## src/common/timer_cfg_pkg.sv

```systemverilog
package timer_cfg_pkg;

	// ***************************************************
	// Register map (byte addresses)
	// ***************************************************
	localparam int ADDR_W = 8;
	localparam logic [7:0] OFF_TMR_SEL = 8'h00;
	localparam logic [7:0] OFF_DUR_RAW = 8'h04;
	localparam logic [7:0] OFF_DUR_BASE = 8'h08;
	localparam logic [7:0] OFF_DUR_ABS = 8'h0C;
	localparam logic [7:0] OFF_DLY_RAW = 8'h10;
	localparam logic [7:0] OFF_LINE_SEL = 8'h14;
	localparam logic [7:0] OFF_LINE_LVL = 8'h18;
	localparam logic [7:0] OFF_LINE_ALL = 8'h1C;

	// ***************************************************
	// Field widths, limits and reset values
	// ***************************************************
	localparam int NUM_TMR = 4;
	localparam int TSEL_W = 2;
	localparam int RAW_W = 12;
	localparam logic [11:0] RAW_MIN = 12'h001;
	localparam logic [11:0] RAW_MAX = 12'hFFF;
	localparam logic [11:0] RAW_RST = 12'h001;
	localparam logic [11:0] DLY_RST = 12'h000;
	localparam int BASE_W = 16;
	localparam logic [15:0] BASE_RST_US = 16'h0001;
	localparam int IN_LINES = 2;
	localparam int NUM_LINES = IN_LINES + NUM_TMR;
	localparam int LSEL_W = 3;
	localparam int LVL_IN_LSB = 0;
	localparam int LVL_OUT_LSB = 4;
	localparam int DIV_STEPS = 33;

	// ***************************************************
	// Timing
	// ***************************************************
	localparam int CLK_PERIOD_NS = 100;
	localparam int US_NS = 1000;
	localparam int CYC_PER_US = (US_NS + CLK_PERIOD_NS - 1) / CLK_PERIOD_NS;

	// ***************************************************
	// AXI responses
	// ***************************************************
	localparam logic [1:0] RESP_OKAY = 2'h0;
	localparam logic [1:0] RESP_SLVERR = 2'h2;

endpackage : timer_cfg_pkg

```

## src/rtl/timer_duration_regs.sv

```systemverilog
// Overview of operation
// - Each timer's pulse lasts its raw duration count times the shared time base.
// - A raw duration count is only accepted in the range 1 to 4095.
// - The time base is in microseconds, resets to 1 and changes in steps of 1.
// - One time base serves all four timers.
// - Raw and absolute duration writes go only to the timer picked by the selector.
// - The absolute duration is in microseconds, in multiples of the time base.
// - Writing an absolute duration stores the matching raw count using the current base.
// - Reading the absolute duration gives raw count times time base for the selected timer.
// - The absolute view follows any raw change at once.
// - The single-line level reads 1 when the selected line is high and 0 when low.
// - The all-lines word is 32 bits with a 1 for each high line.
// - After trigger and delay, a timer drives high for the duration then low.
// - Only exposure start can start a timer.
module timer_duration_regs #(
	parameter int CYCLES_PER_US = timer_cfg_pkg::CYC_PER_US
) (
	// Clock and reset
	input wire logic aclk,
	input wire logic aresetn,
	// AXI4-Lite write address
	input wire logic awvalid,
	output logic awready,
	input wire logic [timer_cfg_pkg::ADDR_W-1:0] awaddr,
	input wire logic [2:0] awprot,
	// AXI4-Lite write data
	input wire logic wvalid,
	output logic wready,
	input wire logic [31:0] wdata,
	input wire logic [3:0] wstrb,
	// AXI4-Lite write response
	output logic bvalid,
	input wire logic bready,
	output logic [1:0] bresp,
	// AXI4-Lite read address
	input wire logic arvalid,
	output logic arready,
	input wire logic [timer_cfg_pkg::ADDR_W-1:0] araddr,
	input wire logic [2:0] arprot,
	// AXI4-Lite read data
	output logic rvalid,
	input wire logic rready,
	output logic [31:0] rdata,
	output logic [1:0] rresp,
	// Camera events and lines
	input wire logic exp_start,
	input wire logic [timer_cfg_pkg::IN_LINES-1:0] line_in,
	output logic [timer_cfg_pkg::NUM_TMR-1:0] line_out
);

	localparam int NT = timer_cfg_pkg::NUM_TMR;
	localparam int RW = timer_cfg_pkg::RAW_W;
	localparam int BW = timer_cfg_pkg::BASE_W;
	localparam int PW = RW + BW;
	localparam int NL = timer_cfg_pkg::NUM_LINES;

	typedef struct packed {
		logic awh;
		logic [timer_cfg_pkg::ADDR_W-1:0] awa;
		logic wh;
		logic [31:0] wd;
		logic [3:0] ws;
		logic bv;
		logic [1:0] br;
		logic rv;
		logic [31:0] rd;
		logic [1:0] rr;
		logic div;
		logic [5:0] dcnt;
		logic [BW-1:0] drem;
		logic [32:0] dquo;
		logic [timer_cfg_pkg::TSEL_W-1:0] sel;
		logic [timer_cfg_pkg::LSEL_W-1:0] lsel;
		logic [BW-1:0] base;
		logic [NT-1:0][RW-1:0] raw;
		logic [NT-1:0][RW-1:0] dly;
		logic [7:0] ucnt;
		logic tick;
		logic [timer_cfg_pkg::IN_LINES-1:0] in_s1;
		logic [timer_cfg_pkg::IN_LINES-1:0] in_s2;
	} regs_t;

	regs_t q;
	regs_t d;
	logic [NT-1:0] tmr_out;
	logic [NT-1:0][PW-1:0] dur_us;
	logic [NL-1:0] lvl;
	logic [31:0] lvl_all;
	logic lvl_sel;
	logic [32:0] wr_old;
	logic [32:0] rd_now;
	logic [31:0] merged;
	logic [16:0] rem_sh;
	logic rem_ge;
	logic [32:0] quo_n;
	logic [RW-1:0] quo_clamp;

	// ***************************************************
	// Timers and line levels
	// ***************************************************
	genvar gi;
	generate
		for (gi = 0; gi < NT; gi++) begin : g_tmr
			// Shared base applied to every timer
			assign dur_us[gi] = PW'(q.raw[gi]) * PW'(q.base);
			pulse_timer #(
				.DUR_W(PW),
				.DLY_W(RW)
			) u_timer (
				.aclk(aclk),
				.aresetn(aresetn),
				.us_tick(q.tick),
				.exp_start(exp_start),
				.delay_us(q.dly[gi]),
				.dur_us(dur_us[gi]),
				.pulse_out(tmr_out[gi])
			);
			assign lvl[timer_cfg_pkg::IN_LINES + gi] = tmr_out[gi];
			assign lvl_all[timer_cfg_pkg::LVL_OUT_LSB + gi] = tmr_out[gi];
		end
		for (gi = 0; gi < timer_cfg_pkg::IN_LINES; gi++) begin : g_in
			assign lvl[gi] = q.in_s2[gi];
			assign lvl_all[timer_cfg_pkg::LVL_IN_LSB + gi] = q.in_s2[gi];
		end
		for (gi = 0; gi < 32; gi++) begin : g_pad
			if (!((gi >= timer_cfg_pkg::LVL_IN_LSB && gi < timer_cfg_pkg::LVL_IN_LSB
				+ timer_cfg_pkg::IN_LINES) || (gi >= timer_cfg_pkg::LVL_OUT_LSB
				&& gi < timer_cfg_pkg::LVL_OUT_LSB + NT))) begin : g_zero
				assign lvl_all[gi] = 1'b0;
			end
		end
	endgenerate

	assign line_out = tmr_out;
	// Selected line level, zero past the last line
	assign lvl_sel = (32'(q.lsel) < NL) ? lvl[q.lsel] : 1'b0;

	// ***************************************************
	// Register read mux
	// ***************************************************
	// Returns {mapped, value} for one address
	function automatic logic [32:0] reg_read(input logic [timer_cfg_pkg::ADDR_W-1:0] a,
		input regs_t s, input logic [PW-1:0] dur_sel, input logic lv,
		input logic [31:0] lall);
		logic [32:0] r;
		r = {1'b0, 32'h0000_0000};
		unique case (a)
			timer_cfg_pkg::OFF_TMR_SEL: r = {1'b1, 30'h0, s.sel};
			timer_cfg_pkg::OFF_DUR_RAW: r = {1'b1, 20'h0, s.raw[s.sel]};
			timer_cfg_pkg::OFF_DUR_BASE: r = {1'b1, 16'h0, s.base};
			timer_cfg_pkg::OFF_DUR_ABS: r = {1'b1, 4'h0, dur_sel};
			timer_cfg_pkg::OFF_DLY_RAW: r = {1'b1, 20'h0, s.dly[s.sel]};
			timer_cfg_pkg::OFF_LINE_SEL: r = {1'b1, 29'h0, s.lsel};
			timer_cfg_pkg::OFF_LINE_LVL: r = {1'b1, 31'h0, lv};
			timer_cfg_pkg::OFF_LINE_ALL: r = {1'b1, lall};
			default: r = {1'b0, 32'h0000_0000};
		endcase
		return r;
	endfunction : reg_read

	// Byte-lane merge of new data over the old value
	function automatic logic [31:0] lane_merge(input logic [31:0] old, input logic [31:0] nw,
		input logic [3:0] st);
		logic [31:0] m;
		m = old;
		for (int b = 0; b < 4; b++) begin
			if (st[b]) begin
				m[b*8 +: 8] = nw[b*8 +: 8];
			end
		end
		return m;
	endfunction : lane_merge

	assign wr_old = reg_read(q.awa, q, dur_us[q.sel], lvl_sel, lvl_all);
	assign rd_now = reg_read(araddr, q, dur_us[q.sel], lvl_sel, lvl_all);
	assign merged = lane_merge(wr_old[31:0], q.wd, q.ws);

	// One restoring divide step for absolute-to-raw conversion
	assign rem_sh = {q.drem, q.dquo[32]};
	assign rem_ge = rem_sh >= {1'b0, q.base};
	assign quo_n = {q.dquo[31:0], rem_ge};
	assign quo_clamp = (quo_n > 33'(timer_cfg_pkg::RAW_MAX)) ? timer_cfg_pkg::RAW_MAX :
		(quo_n == 33'h0_0000_0000) ? timer_cfg_pkg::RAW_MIN : quo_n[RW-1:0];

	// AXI handshakes from held state
	assign awready = !q.awh && !q.bv && !q.div;
	assign wready = !q.wh && !q.bv && !q.div;
	assign arready = !q.rv;
	assign bvalid = q.bv;
	assign bresp = q.br;
	assign rvalid = q.rv;
	assign rdata = q.rd;
	assign rresp = q.rr;

	// ***************************************************
	// Next-state logic
	// ***************************************************
	always_comb begin
		d = q;
		// Microsecond enable and input synchroniser
		d.tick = 1'b0;
		if (32'(q.ucnt) >= CYCLES_PER_US - 1) begin
			d.ucnt = 8'h00;
			d.tick = 1'b1;
		end else begin
			d.ucnt = q.ucnt + 8'h01;
		end
		d.in_s1 = line_in;
		d.in_s2 = q.in_s1;
		// Write channel capture, either order
		if (q.bv && bready) begin
			d.bv = 1'b0;
		end
		if (awvalid && awready) begin
			d.awh = 1'b1;
			d.awa = awaddr;
		end
		if (wvalid && wready) begin
			d.wh = 1'b1;
			d.wd = wdata;
			d.ws = wstrb;
		end
		// Register update once both halves are held
		if (q.awh && q.wh && !q.div && !q.bv) begin
			d.awh = 1'b0;
			d.wh = 1'b0;
			d.bv = 1'b1;
			d.br = timer_cfg_pkg::RESP_OKAY;
			unique case (q.awa)
				timer_cfg_pkg::OFF_TMR_SEL: begin
					if (merged < 32'(NT)) begin
						d.sel = merged[timer_cfg_pkg::TSEL_W-1:0];
					end else begin
						d.br = timer_cfg_pkg::RESP_SLVERR;
					end
				end
				timer_cfg_pkg::OFF_DUR_RAW: begin
					if (merged >= 32'(timer_cfg_pkg::RAW_MIN)
						&& merged <= 32'(timer_cfg_pkg::RAW_MAX)) begin
						d.raw[q.sel] = merged[RW-1:0];
					end else begin
						d.br = timer_cfg_pkg::RESP_SLVERR;
					end
				end
				timer_cfg_pkg::OFF_DUR_BASE: begin
					if (merged != 32'h0000_0000 && merged < (32'h0000_0001 << BW)) begin
						d.base = merged[BW-1:0];
					end else begin
						d.br = timer_cfg_pkg::RESP_SLVERR;
					end
				end
				timer_cfg_pkg::OFF_DUR_ABS: begin
					// Round to nearest: add half a base before dividing
					d.bv = 1'b0;
					d.div = 1'b1;
					d.wd = merged;
					d.dcnt = 6'(timer_cfg_pkg::DIV_STEPS);
					d.drem = '0;
					d.dquo = {1'b0, merged} + {18'h0_0000, q.base[BW-1:1]};
				end
				timer_cfg_pkg::OFF_DLY_RAW: begin
					if (merged <= 32'(timer_cfg_pkg::RAW_MAX)) begin
						d.dly[q.sel] = merged[RW-1:0];
					end else begin
						d.br = timer_cfg_pkg::RESP_SLVERR;
					end
				end
				timer_cfg_pkg::OFF_LINE_SEL: begin
					if (merged < 32'(NL)) begin
						d.lsel = merged[timer_cfg_pkg::LSEL_W-1:0];
					end else begin
						d.br = timer_cfg_pkg::RESP_SLVERR;
					end
				end
				default: begin
					d.br = timer_cfg_pkg::RESP_SLVERR;
				end
			endcase
		end
		// Divider runs one quotient bit per cycle
		if (q.div) begin
			d.drem = rem_ge ? 16'(rem_sh - {1'b0, q.base}) : rem_sh[BW-1:0];
			d.dquo = quo_n;
			d.dcnt = q.dcnt - 6'h01;
			if (q.dcnt == 6'h01) begin
				d.div = 1'b0;
				d.bv = 1'b1;
				d.br = timer_cfg_pkg::RESP_OKAY;
				d.raw[q.sel] = quo_clamp;
			end
		end
		// Read channel
		if (q.rv && rready) begin
			d.rv = 1'b0;
		end
		if (arvalid && arready) begin
			d.rv = 1'b1;
			d.rd = rd_now[31:0];
			d.rr = rd_now[32] ? timer_cfg_pkg::RESP_OKAY : timer_cfg_pkg::RESP_SLVERR;
		end
	end

	// State register with reset values
	always_ff @(posedge aclk) begin
		if (!aresetn) begin
			q <= '0;
			q.base <= timer_cfg_pkg::BASE_RST_US;
			q.raw <= {NT{timer_cfg_pkg::RAW_RST}};
			q.dly <= {NT{timer_cfg_pkg::DLY_RST}};
		end else begin
			q <= d;
		end
	end

	logic [PW-1:0] abs_now;
	logic [32:0] abs_err;
	assign abs_now = dur_us[q.sel];
	assign abs_err = (33'(abs_now) > 33'(q.wd)) ? 33'(abs_now) - 33'(q.wd) :
		33'(q.wd) - 33'(abs_now);

	generate
		for (gi = 0; gi < NT; gi++) begin : g_chk

		end
	endgenerate
endmodule : timer_duration_regs

```

## src/rtl/pulse_timer.sv

```systemverilog
module pulse_timer #(
	parameter int DUR_W = 28,
	parameter int DLY_W = 12
) (
	// Clock and reset
	input wire logic aclk,
	input wire logic aresetn,
	// Time base and trigger
	input wire logic us_tick,
	input wire logic exp_start,
	// Settings in microseconds
	input wire logic [DLY_W-1:0] delay_us,
	input wire logic [DUR_W-1:0] dur_us,
	// Timer output
	output logic pulse_out
);

	typedef enum logic [1:0] {
		ST_IDLE = 2'b00,
		ST_DELAY = 2'b01,
		ST_ACTIVE = 2'b10
	} pt_state_t;

	typedef struct packed {
		pt_state_t st;
		logic pulse;
		logic [DUR_W-1:0] cnt;
		logic [DUR_W-1:0] dur;
		logic [DLY_W-1:0] dly;
	} pt_regs_t;

	pt_regs_t q;
	pt_regs_t d;
	logic [DUR_W-1:0] cnt_inc;

	assign cnt_inc = q.cnt + DUR_W'(1);
	assign pulse_out = q.pulse;

	// Delay then active phase, settings latched at start
	always_comb begin
		d = q;
		unique case (q.st)
			ST_IDLE: begin
				if (exp_start) begin
					d.dur = dur_us;
					d.dly = delay_us;
					d.cnt = '0;
					if (delay_us == '0) begin
						d.st = ST_ACTIVE;
						d.pulse = 1'b1;
					end else begin
						d.st = ST_DELAY;
					end
				end
			end
			ST_DELAY: begin
				if (us_tick) begin
					if (cnt_inc == DUR_W'(q.dly)) begin
						d.st = ST_ACTIVE;
						d.pulse = 1'b1;
						d.cnt = '0;
					end else begin
						d.cnt = cnt_inc;
					end
				end
			end
			ST_ACTIVE: begin
				if (us_tick) begin
					if (cnt_inc == q.dur) begin
						d.st = ST_IDLE;
						d.pulse = 1'b0;
						d.cnt = '0;
					end else begin
						d.cnt = cnt_inc;
					end
				end
			end
			default: begin
				d.st = ST_IDLE;
				d.pulse = 1'b0;
			end
		endcase
	end

	// State register
	always_ff @(posedge aclk) begin
		if (!aresetn) begin
			q <= '0;
		end else begin
			q <= d;
		end
	end
endmodule : pulse_timer

```

## config.mk

```make
export PLATFORM = sky130hd
export DESIGN_NAME = timer_duration_regs
export DESIGN_NICKNAME = d
export VERILOG_FILES = /design/src/common/timer_cfg_pkg.sv /design/src/rtl/timer_duration_regs.sv /design/src/rtl/pulse_timer.sv
export SDC_FILE = /design/constraint.sdc
export NUM_CORES = 2
export LEC_CHECK = 0
export ABC_AREA = 1
export BUFFER_PORTS_ARGS = -buffer_cell sky130_fd_sc_hd__buf_4
export CORE_UTILIZATION = 54
export CTS_CLUSTER_DIAMETER = 120
export DETAILED_ROUTE_END_ITERATION = 12
export PLACE_DENSITY = 0.7
export SLEW_MARGIN = 20
export SYNTH_ARGS = -nofsm -noshare
export SYNTH_HDL_FRONTEND = slang
export SYNTH_SLANG_ARGS = --single-unit
```

## constraint.sdc

```tcl
create_clock -name aclk -period 13.05 [get_ports aclk]
set_input_delay 0.6525 -clock aclk [delete_from_list [all_inputs] [get_ports aclk]]
set_output_delay 0.6525 -clock aclk [all_outputs]
set_load 0.02 [all_outputs]
```

==> flow_metrics.tcl <==
set metrics [dict create \
    status "completed" \
    slowest_stage "nor2_1" \
    critPathKind "flip-flop to flip-flop" \
    cpMostUsedCell "nand2_1" \
    wirelength_mm 202 \
    synth_top_area_frac 0.191 \
    crit_arrival_ns 10.31 \
    internal_power_uw 3170 \
    mostFrequentLayoutCells "nand2_1, inv_1, nand3_1" \
    gp_congestion 1.02 \
    fmax_mhz 101 \
    ys_seq_elements 549 \
    grt_max_degree 137 \
    yosysSeqAreaShare 0.187 \
    syn_to_final_growth_pct 5.53 \
    max-cap-violations 0 \
    cts_tree "done" \
    dp.cells 9978 \
    min_period_ns 9.86 \
    cts.repair.resized 0 \
    period_share 0.755 \
    max_stage_delay_ns 0.89 \
    layout.nets 9580 \
    die_x_um 332 \
    worstHoldStart "line_in[1]" \
    die_area_um2 110000 \
    power.net_switching_uw 1780 \
    initial_core_util 0.547 \
    wl_met2_mm 93.2 \
    clock_path_buffers 3 \
    cts_made_buffers 57 \
    antenna_found_initial 6 \
    cts_setup_buffers 0 \
    yosysWarnings 0 \
    die_h_um 332 \
    r2r-start "q[116]" \
    p_comb_frac 0.256 \
    syn_avg_cell_area_um2 6.67 \
    ys.flop_type "dfxtp_1" \
    ctsRootBufferMaster "clkbuf_16" \
    p_total_uw 4940 \
    power_density_nw_per_um2 79.6 \
    ctsHtreeMaxLevel 2 \
    num_rows 120 \
    clk_latency_ns 0.66 \
    vdd_drop_max_mv 0.140 \
    cp-startpoint "q[116]" \
    tns_ns 0 \
    worst_slew_pin_slew_ns 1.23 \
    slew_viol_final 0 \
    routedWlPerCell_um 20.1 \
    drt_iter0_markers 5449 \
    coreArea_um2 108000 \
    instances_no_fill 10100 \
    final_area_um2 62100 \
    place_ws_ns 3.66 \
    grt_pass1_vias 54600 \
    syn_inst 8826 \
    pwr-share-clk 0.346 \
    synth_area_leader_cell "fa_1" \
    wl_met3_mm 16.1 \
    synth-edff-count 0 \
    path_max_fanout 39 \
    hold_violations 0 \
    synth_area_um2 58900 \
    top_level_ports 113 \
    max-slew-margin-rel 0.176 \
    grt_use_total 0.364 \
    port_buffers 101 \
    finalSetupViolations 0 \
    p_sw_frac 0.359 \
    clkSinkCount 549 \
    sequentialPowerShare 0.398 \
    first_pass_iters 8 \
    holdBufCountCts 0 \
    synth_area_leaders "fa_1, dfxtp_1, nand2_1" \
    drive_gt1_frac 0.0438 \
    drc 0 \
    layout_commonest_cell "nand2_1" \
    cp-start-kind "flip-flop" \
    path_clk_slew_ns 0.06 \
    fin_ws_ns 3.19 \
    placed_cell_area_um2 60200 \
    met1Wirelength_mm 80.3 \
    grt_pass1_wl_mm 312 \
    overflow 0 \
    highest_layer "met5" \
    async_flop_share 0 \
    ys_types 67 \
    leakagePower_uw 0.0326 \
    avgViaCountPerCell 5.58 \
    end_kind "flip-flop" \
    ant_nets 0 \
    vias 56300 \
    grt_setup_unrepaired "false" \
    clock_skew_ns 0.0536 \
    hp-class "input port to flip-flop" \
    worst_ep_required_time_ns 13.51 \
    hpwl_mm 156 \
]
==> synth_stat cells, types with 11 or more instances <==
| library cell | number |
|---|---|
| buf_1 | 53 |
| fa_1 | 562 |
| o21ai_0 | 233 |
| nand3_1 | 565 |
| a21oi_1 | 455 |
| clkbuf_1 | 307 |
| xnor2_1 | 95 |
| nand2_1 | 2547 |
| ha_1 | 316 |
| or2_2 | 29 |
| dfxtp_1 | 549 |
| inv_1 | 1796 |
| nor3_1 | 83 |
| nor2_1 | 485 |
| nand4_1 | 117 |
| o211ai_1 | 85 |
| o2111ai_1 | 13 |
| a31oi_1 | 45 |
| a22oi_1 | 16 |
| o22ai_1 | 20 |
| buf_4 | 49 |
| buf_2 | 33 |
| nor2_2 | 11 |
| nand3b_1 | 51 |
| xor2_1 | 139 |
| nor4_1 | 47 |
==> flip-flops by register name, indices dropped and copies added (netlist names), named ones only <==
name,flops
bresp,2
q,180
rvalid,1
bvalid,1
g_tmr.u_timer.pulse_out,4
g_tmr.u_timer.q,280
d,2
rdata,28
lvl,2
rresp,1
==> worst max-delay path, delay by kind of cell, from the launching register on <==
family          cells  cell delay [ns]
simple gates       17             3.99
flops               1             0.69
buf+inv             5             1.32
compound gates      2             0.50
fa+ha+maj           6             3.04
==> power by group through the flow <==
| stage | Clock, µW | Sequential, µW | Combinational [µW] |
|---|---|---|---|
| 3_3_place_gp | 0 | 2000 | 1210 |
| 3_5_place_dp | 0 | 2000 | 1240 |
| 6_report | 1710 | 1970 | 1270 |
| 5_1_grt | 1780 | 1980 | 1370 |
| 2_1_floorplan | 0 | 1940 | 895 |
| 4_1_cts | 1710 | 1970 | 1250 |
==> kinds of logic after synthesis <==
logic type      after synthesis  share of synthesized area
simple gates               3976                      0.283
buf+inv                    2263                      0.149
compound gates              924                     0.0879
fa+ha+maj                   878                      0.258
flops                       549                      0.187
xor+xnor                    235                     0.0351
other cells                   1                  0.0000637
==> final timing paths <==
| kind | end | slack [ns] | cells past startpoint |
|---|---|---|---|
| worst max-delay path | flip-flop | 3.19 | 30 |
| worst min-delay path | d[1] | 0.19 | 3 |
| worst max register to register | flip-flop | 3.19 | 30 |
| worst min register to register | lvl[1] | 0.41 | 2 |
==> per-stage QoR <==
stage | utilization | hold WS, ns
floorplan | - | 0.390
detailed placement | 0.560 | 0.400
global route | 0.578 | 0.183
finish | 0.578 | 0.193
global placement | 0.560 | 0.398
CTS | 0.578 | 0.173
==> cell type report <==
class / count / area, µm²
Multi-Input combinational cell: 6022 / 39100
Clock buffer: 88 / 1740
Inverter: 1813 / 6820
Fill cell: 10500 / 45400
Tap cell: 1403 / 1760
Timing Repair Buffer: 191 / 1440
Sequential cell: 549 / 11000
Antenna cell: 1 / 2.50
Clock inverter: 13 / 179
==> layer usage <==
| metal | up-vias | global-route usage |
|---|---|---|
| met3 | 508 | 0.0495 |
| met4 | 10 | 0.193 |
| met5 | - | 0 |
| met2 | 2288 | 0.604 |
| li1 | 26600 | - |
| met1 | 26900 | 0.460 |
(Power assumes the default switching activity.)
